==> config.mk <==
export PLATFORM = sky130hd
export DESIGN_NAME = psam_alert_manager
export DESIGN_NICKNAME = d
export VERILOG_FILES = /design/src/design/psam_alert_manager.v
export VERILOG_INCLUDE_DIRS = /design/src /design/src/inc
export SDC_FILE = /design/constraint.sdc
export NUM_CORES = 1
export LEC_CHECK = 0
export BUFFER_PORTS_ARGS = -buffer_cell sky130_fd_sc_hd__buf_2
export CAP_MARGIN = 20
export CORE_AREA = 2 2 164 166
export DETAILED_ROUTE_END_ITERATION = 12
export DIE_AREA = 0 0 166 168
export PLACE_DENSITY_LB_ADDON = 0.08
export SLEW_MARGIN = 20
export SYNTH_ARGS = -nofsm -noshare
export SYNTH_HDL_FRONTEND = slang
export SYNTH_SLANG_ARGS = --single-unit
==> constraint.sdc <==
create_clock -name clk_i -period 2.8 [get_ports clk_i]
set_clock_uncertainty 0.05 [all_clocks]
set_input_delay 0.42 -clock clk_i [delete_from_list [all_inputs] [get_ports clk_i]]
set_output_delay 0.42 -clock clk_i [all_outputs]
set_load 0.01 [all_outputs]
==> src/inc/psam_defines.vh <==
// Constants for the power supply alert manager
`ifndef PSAM_DEFINES_VH
`define PSAM_DEFINES_VH
// ----------------------------------------------------------------------
// Register offsets (byte addresses, 32-bit words)
// ----------------------------------------------------------------------
`define PSAM_ADDR_STATUS      8'h00
`define PSAM_ADDR_MASK        8'h04
`define PSAM_ADDR_CTRL        8'h08
`define PSAM_ADDR_FAN_CMD     8'h0C
`define PSAM_ADDR_FAN_SPEED   8'h10
`define PSAM_ADDR_OT_LIMIT    8'h14
`define PSAM_ADDR_CR_CONFIG   8'h18
`define PSAM_ADDR_STATE       8'h1C
`define PSAM_ADDR_SLAVE_ADDR  8'h20
// ----------------------------------------------------------------------
// Status event bit positions
// ----------------------------------------------------------------------
`define PSAM_EV_VIN_UV        0
`define PSAM_EV_IOUT_OC_WARN  1
`define PSAM_EV_OT_WARN       2
`define PSAM_EV_POUT_OP_WARN  3
`define PSAM_EV_FAN_FAULT     4
`define PSAM_EV_OUT_FAULT     5
`define PSAM_NUM_EV           6
// ----------------------------------------------------------------------
// Reset values
// ----------------------------------------------------------------------
`define PSAM_MASK_RESET       6'h30
`define PSAM_OT_LIMIT_RESET   16'h005A
`define PSAM_CR_STANDARD      8'h00
`define PSAM_CR_STBY1         8'h02
`define PSAM_CR_STBY2         8'h03
`define PSAM_CR_STBY3         8'h04
`define PSAM_ARA_ADDR         7'h0C
`define PSAM_SLAVE_ADDR_RESET 7'h58
// ----------------------------------------------------------------------
// Timing (times in their own units, clock 250 MHz)
// ----------------------------------------------------------------------
`define PSAM_CLK_MHZ          250
`define PSAM_T_VIN_UV_US      2000
`define PSAM_T_OC_MIN_US      10000
`define PSAM_T_OC_LATCH_S     30
`define PSAM_T_OT_HOLD_S      1
`define PSAM_CTRL_CLR_ALL     0
`define PSAM_CTRL_PWR_CYCLE   1
`endif

==> src/design/psam_alert_manager.v <==
// Alert, status, fan override and cold redundancy logic of the supply
//
// The placing of the registers and the strobed register port were decided locally.
`timescale 1ns/1ns
`include "psam_defines.vh"

module psam_alert_manager #(
   // 30 s at 250 MHz overflows 32 bits, so the long holds use 40-bit counts
   parameter [39:0]  OC_LATCH_CYC = `PSAM_T_OC_LATCH_S * `PSAM_CLK_MHZ * 40'h00000F4240,
   parameter [39:0]  OT_HOLD_CYC  = `PSAM_T_OT_HOLD_S * `PSAM_CLK_MHZ * 40'h00000F4240,
   parameter integer UV_CYC       = `PSAM_T_VIN_UV_US * `PSAM_CLK_MHZ,
   parameter integer OC_CYC       = `PSAM_T_OC_MIN_US * `PSAM_CLK_MHZ
) (
   input  wire        clk_i,
   input  wire        rst_i,
   input  wire [7:0]  addr_i,
   input  wire [31:0] wdata_i,
   input  wire        wr_i,
   input  wire        rd_i,
   output reg  [31:0] rdata_o,
   input  wire        vin_uv_i,
   input  wire        iout_oc_warn_i,
   input  wire        ot_warn_i,
   input  wire        pout_op_warn_i,
   input  wire        fan_fault_i,
   input  wire        supply_fault_i,
   input  wire        vout_low_i,
   input  wire        power_on_request_n_i,
   input  wire        cold_redundancy_enable_n_i,
   input  wire        cold_redundancy_bus_i,
   input  wire        smb_clk_i,
   input  wire [7:0]  fan_demand_i,
   input  wire [10:0] fan_tach_i,
   output reg         smb_alert_n_o,
   output reg         smb_alert_oe_o,
   output reg         cold_redundancy_bus_o,
   output reg         cold_redundancy_bus_oe_o,
   output reg         main_on_o,
   output reg         power_good_o,
   output reg  [7:0]  fan_drive_o
);

   // ---------------------------------------------------------------
   // Input synchronisers
   // ---------------------------------------------------------------
   reg [11:0] sync1_r;
   reg [11:0] sync2_r;
   reg        smb_clk_d_r;
   // Tach word runs through the same two stages as the link clock, so the
   // word and the detected edge line up and the word is settled when taken
   reg [10:0] tach1_r;
   reg [10:0] tach2_r;
   wire       vin_uv_s   = sync2_r[0];
   wire       oc_s       = sync2_r[1];
   wire       ot_s       = sync2_r[2];
   wire       op_s       = sync2_r[3];
   wire       fan_s      = sync2_r[4];
   wire       flt_s      = sync2_r[5];
   wire       vlow_s     = sync2_r[6];
   wire       power_on_request_n_n_s   = sync2_r[7];
   wire       cr_en_n_s  = sync2_r[8];
   wire       cold_redundancy_bus_s   = sync2_r[9];
   wire       smb_clk_s  = sync2_r[10];

   always @(posedge clk_i) begin
      sync1_r <= {1'b0, smb_clk_i, cold_redundancy_bus_i, cold_redundancy_enable_n_i,
                  power_on_request_n_i, vout_low_i, supply_fault_i, fan_fault_i,
                  pout_op_warn_i, ot_warn_i, iout_oc_warn_i, vin_uv_i};
      sync2_r <= sync1_r;
      smb_clk_d_r <= smb_clk_s;
      tach1_r <= fan_tach_i;
      tach2_r <= tach1_r;
   end

   // Counters stick at full scale instead of wrapping back into a window
   function [39:0] sat_inc;
      input [39:0] v;
      begin
         sat_inc = (v == 40'hFFFFFFFFFF) ? v : v + 40'h0000000001;
      end
   endfunction

   // ---------------------------------------------------------------
   // Power cycle detection
   // ---------------------------------------------------------------
   reg         power_on_request_n_n_d_r;
   wire        wr_ctrl = wr_i && (addr_i == `PSAM_ADDR_CTRL);
   // A released power-on request or software power cycle re-arms status, mask, fan command and OT limit
   wire        pwr_cycle = (power_on_request_n_n_s && !power_on_request_n_n_d_r) ||
                           (wr_ctrl && wdata_i[`PSAM_CTRL_PWR_CYCLE]);
   always @(posedge clk_i) begin
      if (rst_i)
         power_on_request_n_n_d_r <= 1'b1;
      else
         power_on_request_n_n_d_r <= power_on_request_n_n_s;
   end

   // ---------------------------------------------------------------
   // Qualification timers
   // ---------------------------------------------------------------
   reg [39:0] uv_cnt_r;
   reg [39:0] oc_cnt_r;
   reg [39:0] oc_hold_r;
   wire       uv_ev = vin_uv_s && (uv_cnt_r >= UV_CYC);
   wire       oc_q  = oc_s && (oc_cnt_r >= OC_CYC);
   // Overcurrent warning alert is dropped once held for the latch limit
   wire       oc_ev = oc_q && (oc_hold_r < OC_LATCH_CYC);

   always @(posedge clk_i) begin
      if (rst_i) begin
         uv_cnt_r  <= 40'h0000000000;
         oc_cnt_r  <= 40'h0000000000;
         oc_hold_r <= 40'h0000000000;
      end else begin
         uv_cnt_r  <= vin_uv_s ? sat_inc(uv_cnt_r) : 40'h0000000000;
         oc_cnt_r  <= oc_s ? sat_inc(oc_cnt_r) : 40'h0000000000;
         oc_hold_r <= oc_q ? sat_inc(oc_hold_r) : 40'h0000000000;
      end
   end

   // ---------------------------------------------------------------
   // Status, mask and alert
   // ---------------------------------------------------------------
   reg  [`PSAM_NUM_EV-1:0] status_r;
   reg  [`PSAM_NUM_EV-1:0] mask_r;
   wire [`PSAM_NUM_EV-1:0] cond;
   wire [`PSAM_NUM_EV-1:0] clr;
   wire                    wr_stat = wr_i && (addr_i == `PSAM_ADDR_STATUS);
   wire                    clr_all = wr_ctrl && wdata_i[`PSAM_CTRL_CLR_ALL];
   // The latched warning bit must also drop at the latch limit, or the
   // alert would outlive the cap while the overcurrent warning stays
   wire [`PSAM_NUM_EV-1:0] expire  = {{(`PSAM_NUM_EV-2){1'b0}}, oc_q && !oc_ev, 1'b0};

   // Overtemperature and overpower go straight through; sync adds 8 ns
   assign cond = {flt_s | vlow_s, fan_s, op_s, ot_s, oc_ev, uv_ev};
   assign clr  = clr_all ? {`PSAM_NUM_EV{1'b1}} :
                 (wr_stat ? wdata_i[`PSAM_NUM_EV-1:0] : {`PSAM_NUM_EV{1'b0}});

   always @(posedge clk_i) begin
      if (rst_i) begin
         status_r <= {`PSAM_NUM_EV{1'b0}};
         mask_r   <= `PSAM_MASK_RESET;
      end else begin
         // Present condition wins over clear so the bit never drops
         if (pwr_cycle)
            status_r <= cond;
         else
            status_r <= ((status_r & ~clr) | cond) & ~expire;
         if (pwr_cycle)
            mask_r <= `PSAM_MASK_RESET;
         else if (wr_i && addr_i == `PSAM_ADDR_MASK)
            mask_r <= wdata_i[`PSAM_NUM_EV-1:0];
      end
   end

   // Root bits only; summary word is not part of this path
   wire alert_req = |(status_r & ~mask_r);

   // ---------------------------------------------------------------
   // Cold redundancy and output state
   // ---------------------------------------------------------------
   reg  [7:0]  cr_cfg_r;
   reg  [39:0] ot_hold_r;
   wire        stby_role = (cr_cfg_r == `PSAM_CR_STBY1) || (cr_cfg_r == `PSAM_CR_STBY2) ||
                           (cr_cfg_r == `PSAM_CR_STBY3);
   wire        cold_stby = !power_on_request_n_n_s && cr_en_n_s && stby_role && cold_redundancy_bus_s;
   wire        main_on   = !power_on_request_n_n_s && !cold_stby;
   wire        pull_cr   = flt_s || vlow_s;

   always @(posedge clk_i) begin
      if (rst_i) begin
         cr_cfg_r  <= `PSAM_CR_STANDARD;
         ot_hold_r <= 40'h0000000000;
      end else begin
         if (!cold_redundancy_bus_s && stby_role)
            cr_cfg_r <= `PSAM_CR_STANDARD;
         else if (wr_i && addr_i == `PSAM_ADDR_CR_CONFIG)
            cr_cfg_r <= wdata_i[7:0];
         if (ot_s && !smb_alert_n_o)
            ot_hold_r <= 40'h0000000000;
         else
            ot_hold_r <= sat_inc(ot_hold_r);
      end
   end

   // Hold outputs after an overtemperature alert regardless of standby
   wire ot_keep = (ot_hold_r < OT_HOLD_CYC) && main_on_o;

   always @(posedge clk_i) begin
      if (rst_i) begin
         smb_alert_n_o            <= 1'b1;
         smb_alert_oe_o           <= 1'b0;
         cold_redundancy_bus_o    <= 1'b0;
         cold_redundancy_bus_oe_o <= 1'b0;
         main_on_o                <= 1'b0;
         power_good_o             <= 1'b0;
      end else begin
         main_on_o    <= main_on || ot_keep;
         power_good_o <= (main_on || ot_keep) && !vlow_s;
         // Open drain: pull low only, release otherwise
         smb_alert_n_o  <= !(alert_req && main_on_o);
         smb_alert_oe_o <= alert_req && main_on_o;
         cold_redundancy_bus_o    <= 1'b0;
         cold_redundancy_bus_oe_o <= pull_cr;
      end
   end

   // ---------------------------------------------------------------
   // Fan control, limit and measured speed
   // ---------------------------------------------------------------
   reg  [10:0] fan_cmd_r;
   reg  [15:0] ot_limit_r;
   reg  [10:0] fan_speed_r;
   // Duty is a percentage; anything past full scale is capped at 100
   wire [7:0]  host_duty = (fan_cmd_r > 11'h064) ? 8'h64 : fan_cmd_r[7:0];

   always @(posedge clk_i) begin
      if (rst_i || pwr_cycle) begin
         fan_cmd_r   <= 11'h000;
         ot_limit_r  <= `PSAM_OT_LIMIT_RESET;
         fan_drive_o <= 8'h00;
      end else begin
         // Mantissa only, exponent fixed at zero
         if (wr_i && addr_i == `PSAM_ADDR_FAN_CMD)
            fan_cmd_r <= wdata_i[10:0];
         if (wr_i && addr_i == `PSAM_ADDR_OT_LIMIT)
            ot_limit_r <= wdata_i[15:0];
         fan_drive_o <= (host_duty > fan_demand_i) ? host_duty : fan_demand_i;
      end
   end

   // Tach value is sampled on link clock rising edges only
   always @(posedge clk_i) begin
      if (rst_i)
         fan_speed_r <= 11'h000;
      else if (smb_clk_s && !smb_clk_d_r)
         fan_speed_r <= tach2_r;
   end

   // ---------------------------------------------------------------
   // Register read port
   // ---------------------------------------------------------------
   always @(posedge clk_i) begin
      if (rst_i)
         rdata_o <= 32'h00000000;
      else if (rd_i) begin
         case (addr_i)
            `PSAM_ADDR_STATUS:     rdata_o <= {26'h0, status_r};
            `PSAM_ADDR_MASK:       rdata_o <= {26'h0, mask_r};
            `PSAM_ADDR_FAN_CMD:    rdata_o <= {21'h0, fan_cmd_r};
            `PSAM_ADDR_FAN_SPEED:  rdata_o <= {16'h0, 5'h00, fan_speed_r};
            `PSAM_ADDR_OT_LIMIT:   rdata_o <= {16'h0, ot_limit_r};
            `PSAM_ADDR_CR_CONFIG:  rdata_o <= {24'h0, cr_cfg_r};
            `PSAM_ADDR_STATE:      rdata_o <= {28'h0, cold_stby, power_good_o,
                                               main_on_o, !smb_alert_n_o};
            // Always the normal address; never the alert response one
            `PSAM_ADDR_SLAVE_ADDR: rdata_o <= {25'h0, `PSAM_SLAVE_ADDR_RESET};
            default:               rdata_o <= 32'h00000000;
         endcase
      end else
         rdata_o <= 32'h00000000;
   end

endmodule // psam_alert_manager

==> out/results.txt, run 1 <==
R2R setup slack - 0.16 ns
Detail Placement HPWL - 20750 um
CTS tree - done
Synthesis-stage register bit count - 293
Die ar. - 27890 um^2
Final setup margin - 0.1641 ns
Largest net degree at the start of global routing - 42
Vias per cell - 5.458
Period utilization - 94.14%
VDD IR max - 0.5279 mV
Power density cells - 577.3 nW/um^2
Crit path DAT - 3.08 ns
Clock Sinks - 293
Core Rows - 60
CP Launch Type - register
Outcome - completed
Synthesized cell area - 12860 um^2
EDFF count, synth - 0
Unique masters post-synth - 63
Ys flop type - dfxtp_1
Initial antenna violation count - 0
Vias - 10933
Share of cells above drive strength 1 - 12.39%
Asr flop ratio synth - 0%
ANT nets after route - 0
Final wirelength - 29980 um
WL per Instance - 14.97 um
Count leader, synth - dfxtp_1
Drt first pass iters - 5
# setup viols final - 0
Pre-CTS setup slack - 0.09231 ns
CP Class - reg2reg
Critical-path cell list - or4_4, a31oi_2, buf_4, and2_1, ha_1, nor2b_1, o21a_1, o21ai_1, a211oi_1, nor2_2, buf_6, mux2i_1
Detailed Route Iter0 Violations - 694
Hold_ws - 0.04738 ns
Hold Crit Class - in2reg
Core area - 26350 um^2
TritonCTS Buffers - 31
DRC - 0
CTS max path bufs - 3
FMAX - 379.4 MHz
Die span in x - 166 um
Die Y - 168 um
Worst-skew pair later-pin latency - 0.57 ns
GRT Util Overall - 21.04%
Layout Nets - 1725
ANT cells - 0
GRT overflow - 0
Critical path required time - 3.25 ns
Clk slew on worst S/H paths - 0.06 ns
I/O Buffers - 86
GPL Wtd Cong - 0.8618
Worst path slowest cell - or4_4
Critical Path Max Stage Delay - 0.55 ns
CTS H-tree depth - 1
Yosys warns - 0
Headroom to the max-slew limit - 47.04%
Tmin final - 2.636 ns
Top cells by count, synth - dfxtp_1, nor2_1, nand2_1, nand3_1, xnor2_1
Synth Instances - 1514
CP Capture Type - register
Final hold vios - 0
Worst-Margin Slew - 0.7927 ns
I/O Pins - 120
Leading area contributor after synthesis - dfxtp_1
Avg Inst Size Synth - 8.494 um^2
Area contributors post-synth - dfxtp_1, nor2_1, xnor2_1, nand2_1, nand3_1
Leak Pwr - 5.571 nW
Slew Limit Fails - 0
Root Driver - clkbuf_16
Worst Path Max Fanout - 7
Initial core utilization - 48.80%
Area grow syn2layout - 17.03%
Number of maximum-capacitance violations - 0
Crit path buf inv count - 2
Vias in the first global route - 10297
Critical path's top delay family - simple AND/OR/NAND/NOR gates
Global-route wire length before repair - 50310 um
Yosys top cell area share - 45.61%
Register area share after synthesis - 45.61%
==> registers in the layout (all words and copies together) (netlist names), 11 cells and up <==
register / count
oc_cnt_r: 40
oc_hold_r: 40
ot_hold_r: 40
uv_cnt_r: 40
ot_limit_r: 16
rdata_o: 16
fan_cmd_r: 11
fan_speed_r: 11
sync1_r: 11
sync2_r: 11
tach1_r: 11
tach2_r: 11
==> what timing repair did <==
| item | CTS | global route |
|---|---|---|
| endpoints found under the setup margin | 0 | 7 |
| buffers inserted | 0 | 1 |
| endpoints found under the hold margin | 22 | 0 |
| gates resized for setup | 0 | 4 |
| hold buffers | 22 | 0 |
==> layout make-up <==
| cell class | count | area [um^2] |
|---|---|---|
| Tap cell | 341 | 426.7 |
| Clock buffer | 42 | 887.1 |
| Clock inverter | 16 | 151.4 |
| Multi-Input combinational cell | 1129 | 6615 |
| Inverter | 35 | 131.4 |
| Sequential cell | 293 | 5866 |
| Fill cell | 2494 | 11300 |
| Timing Repair Buffer | 147 | 972.2 |
==> report_power, final <==
part / total, mW / internal (mW) / leakage, nW / switching, mW
Sequential: 4.27 / 4.24 / 2.38 / 0.0371
Clock: 4.12 / 2.41 / 0.523 / 1.71
Combinational: 0.294 / 0.116 / 2.66 / 0.178
==> stage by stage <==
stage          total power, mW  std cells  setup TNS (ns)  util [%]  instance area (um^2)
6_report                 8.688       2003               0     57.11                 15050
5_1_grt                  8.995       2003        -0.01500     57.11                 15050
4_1_cts                  8.797       2002               0     57.03                 15030
3_5_place_dp             4.633       1922               0     52.26                 13770
3_3_place_gp             4.630       1922               0     52.26                 13770
2_1_floorplan            4.519       1531               0         -                 12930
==> worst register-to-register path: stages (launching register included) <==
cell      delay [ns]
dfxtp_1         0.32
or4_4           0.55
a31oi_2         0.15
buf_4           0.15
and2_1          0.15
ha_1            0.24
nor2b_1         0.13
o21a_1          0.16
o21ai_1         0.11
a211oi_1        0.10
nor2_2          0.10
buf_6           0.15
mux2i_1         0.19
==> kinds of logic after synthesis <==
| family | Yosys count | synth area share [%] |
|---|---|---|
| muxes | 34 | 2.656 |
| buffers and inverters | 109 | 3.687 |
| adders and majority gates | 14 | 1.362 |
| xor gates and xnor gates | 124 | 8.445 |
| other | 1 | 0.02916 |
| DFF | 293 | 45.61 |
| AOI/OAI and AO/OA | 189 | 9.078 |
| and+or+nand+nor | 750 | 29.13 |
==> worst paths after layout <==
path,startpoint,to,cells past startpoint
worst min register to register,tach1_r[10],tach2_r[10],0
worst max-delay path,fan_cmd_r[10],fan_drive_o[1],12
worst max register to register,fan_cmd_r[10],fan_drive_o[1],12
worst min-delay path,wdata_i[11],ot_limit_r[11],3
==> layer usage <==
| metal | vias up | routed length (um) | global-route usage, % |
|---|---|---|---|
| met4 | 0 | 513 | 5.028 |
| met5 | - | 0 | 0 |
| met1 | 5103 | 14750 | 29.69 |
| met3 | 43 | 1392 | 3.056 |
| li1 | 5551 | - | - |
| met2 | 236 | 13320 | 34.15 |
==> cells in the final DEF (no fill, tap or decap), types with 40 or more instances in the layout <==
master   synthesis  routed
a21oi_1         78      78
buf_2            1      86
dfxtp_1        293     293
nand2_1        172     172
nand3_1         84      84
nand4_1         54      54
nor2_1         201     200
nor3_1          55      55
nor4_1          43      42
xnor2_1         84      84
xor2_1          40      40
Note: power is estimated with default switching activity, not from simulation.
==> inputs of run 2 (changes only) <==
==> constraint.sdc (replaced) <==
create_clock -name clk_i -period 2.8 [get_ports clk_i]
set_clock_uncertainty 0.05 [all_clocks]
set_input_delay 0.14 -clock clk_i [delete_from_list [all_inputs] [get_ports clk_i]]
set_output_delay 0.14 -clock clk_i [all_outputs]
set_load 0.01 [all_outputs]
==> run 2 against run 1 <==
Wire length increased by 0.37%. Via count increased by 0.60%. Design area increased by 2.8%. Sequential power about the same. Utilization increased by 1.6 points. Critical endpoint is now fan_drive_o[4]. Register-to-register slack got worse by 0.03 ns.
==> out/results.txt, run 2 (same netlist as run 1, synthesis figures left out) <==
Leading cell type in the layout, fill and taps excluded - dfxtp_1 (unchanged)
ANT nets after route - 0 (unchanged)
Root Driver - clkbuf_16 (unchanged)
Setup Buffers After CTS - 0 (unchanged)
Core Rows - 60 (unchanged)
I/O Pins - 120 (unchanged)
CTS H-tree depth - 2 (was 1)
Clock share of power - 49.4% (was 47.4%)
Final setup margin - 0.1337 ns (was 0.1641 ns)
Cell Count, Final, Fillers Out - 2032 (was 2003)
Tmin final - 2.666 ns (was 2.636 ns)
Placed insts - 1919 (was 1922)
GRT overflow - 0 (unchanged)
Clock Sinks - 293 (unchanged)
Vias - 10999 (was 10933)
GRT Util Overall - 21.48% (was 21.04%)
Initial antenna violation count - 1 (was 0)
Headroom to the max-slew limit - 46.57% (was 47.04%)
Setup_tns - 0 ns (unchanged)
Pre-CTS setup slack - 0.07323 ns (was 0.09231 ns)
Die Y - 168 um (unchanged)
Initial core utilization - 48.80% (unchanged)
Die ar. - 27890 um^2 (unchanged)
Cell-internal power - 7.188 mW (was 6.763 mW)
Hold Crit Class - in2reg (unchanged)
TritonCTS Buffers - 34 (was 31)
Combinational power share - 3.6% (was 3.4%)
Worst-Margin Slew - 0.7998 ns (was 0.7927 ns)
Fillers - 2374 (was 2494)
Share of cells above drive strength 1 - 12.25% (was 12.39%)
Vias per cell - 5.413 (was 5.458)
Seq pwr share - 47.0% (was 49.2%)
DRC - 0 (unchanged)
GPL Wtd Cong - 0.9015 (was 0.8618)
Global-route wire length before repair - 50940 um (was 50310 um)
Switching Power - 1.906 mW (was 1.926 mW)
Vias in the first global route - 10236 (was 10297)
CP Capture Type - register (unchanged)
Critical Path Max Stage Delay - 0.56 ns (was 0.55 ns)
Core area - 26350 um^2 (unchanged)
RSZ-0062 raised after global routing - false
Worst reg-to-reg path cell count - 12 (unchanged)
# setup viols final - 0 (unchanged)
Sw frac - 20.96% (was 22.16%)
Hold_ws - 0.03055 ns (was 0.04738 ns)
Slew Limit Fails - 0 (unchanged)
I/O Buffers - 86 (unchanged)
Worst path slowest cell - or4_4 (unchanged)
Crit path buf inv count - 2 (unchanged)
Detail Placement HPWL - 20620 um (was 20750 um)
Final hold vios - 0 (unchanged)
Leak Pwr - 5.731 nW (was 5.571 nW)
Largest net degree at the start of global routing - 42 (unchanged)
Final core utilization - 58.69% (was 57.11%)
CP Launch Type - register (unchanged)
Worst Path Max Fanout - 7 (unchanged)
Drt first pass iters - 6 (was 5)
Crit path DAT - 3.05 ns (was 3.08 ns)
Worst-skew pair later-pin latency - 0.51 ns (was 0.57 ns)
Detailed Route Iter0 Violations - 672 (was 694)
FMAX - 375.1 MHz (was 379.4 MHz)
Crit path depth - 12 (unchanged)
WL per Instance - 14.81 um (was 14.97 um)
CP Class - reg2reg (unchanged)
VDD IR max - 0.4595 mV (was 0.5279 mV)
CTS tree - done (unchanged)
Critical path's top delay family - simple AND/OR/NAND/NOR gates (unchanged)
CTS max path bufs - 3 (unchanged)
Die span in x - 166 um (unchanged)
Commonest cells after routing, fill and taps aside - dfxtp_1, nor2_1, nand2_1, buf_2 (unchanged)
Critical path required time - 3.18 ns (was 3.25 ns)
Number of maximum-capacitance violations - 0 (unchanged)
Layout Nets - 1755 (was 1725)
Hold path depth - 4 (was 3)
Power density cells - 587.9 nW/um^2 (was 577.3 nW/um^2)
Outcome - completed (unchanged)
Area grow syn2layout - 20.27% (was 17.03%)
Clk slew on worst S/H paths - 0.06 ns (about the same)
Final wirelength - 30090 um (was 29980 um)
Period utilization - 95.22% (was 94.14%)
Critical-path cell list - or4_4, a31oi_4, buf_6, and2_4, ha_1, nor2b_1, o21a_1, o21ai_2, a211oi_2, nor2_2, buf_12, mux2i_1 (was or4_4, a31oi_2, buf_4, and2_1, ha_1, nor2b_1, o21a_1, o21ai_1, a211oi_1, nor2_2, buf_6, mux2i_1)
[run 2: stage by stage]
stage / total power [mW] / instance area [um^2]
after floorplan: 4.519 / 12930
after global placement: 4.627 / 13730
after detailed placement: 4.631 / 13730
after CTS: 9.198 / 15420
after global routing: 9.397 / 15470
final: 9.093 / 15470
[run 2: worst min-delay path, stage by stage]
cell     delay, ns
buf_2         0.11
nor2_1        0.07
nand4_1       0.12
a31oi_1       0.08
[run 2: per-layer routing]
metal	part of all wire (%)	GRT usage, %
met5	0	0
met4	2.2	5.822
met3	4.7	2.750
met2	45	35.00
met1	48	30.17
[run 2: final timing paths]
kind,from,end,slack [ns]
worst min register to register,sync1_r[3],sync2_r[3],0.27
worst max-delay path,fan_cmd_r[10],fan_drive_o[4],0.13
worst min-delay path,addr_i[0],rdata_o[3],0.03
worst max register to register,fan_cmd_r[10],fan_drive_o[4],0.13
[run 2: what timing repair did]
action / in CTS / in global routing
endpoints found under the hold margin: 76 / 0
gates resized for setup: 0 / 9
hold buffers: 53 / 0
setup endpoints to repair: 0 / 7
[run 2: power by group through the flow]
stage	sequential [mW]	combinational, mW	clock (mW)
2_1_floorplan	4.36	0.161	0
3_3_place_gp	4.36	0.265	0
3_5_place_dp	4.36	0.267	0
4_1_cts	4.27	0.325	4.60
5_1_grt	4.28	0.363	4.76
6_report	4.27	0.328	4.49
[run 2: final cells by class]
type | instances | area [um^2] | share of cell area [%]
multi-input combinational | 1129 | 6639 | 42.93
sequential | 293 | 5867 | 37.93
timing repair buffer | 174 | 1240 | 8.017
clock buffer | 47 | 1013 | 6.553
tap | 341 | 426.7 | 2.759
clock inverter | 12 | 146.4 | 0.9465
inverter | 35 | 131.4 | 0.8494
antenna | 1 | 2.502 | 0.01618
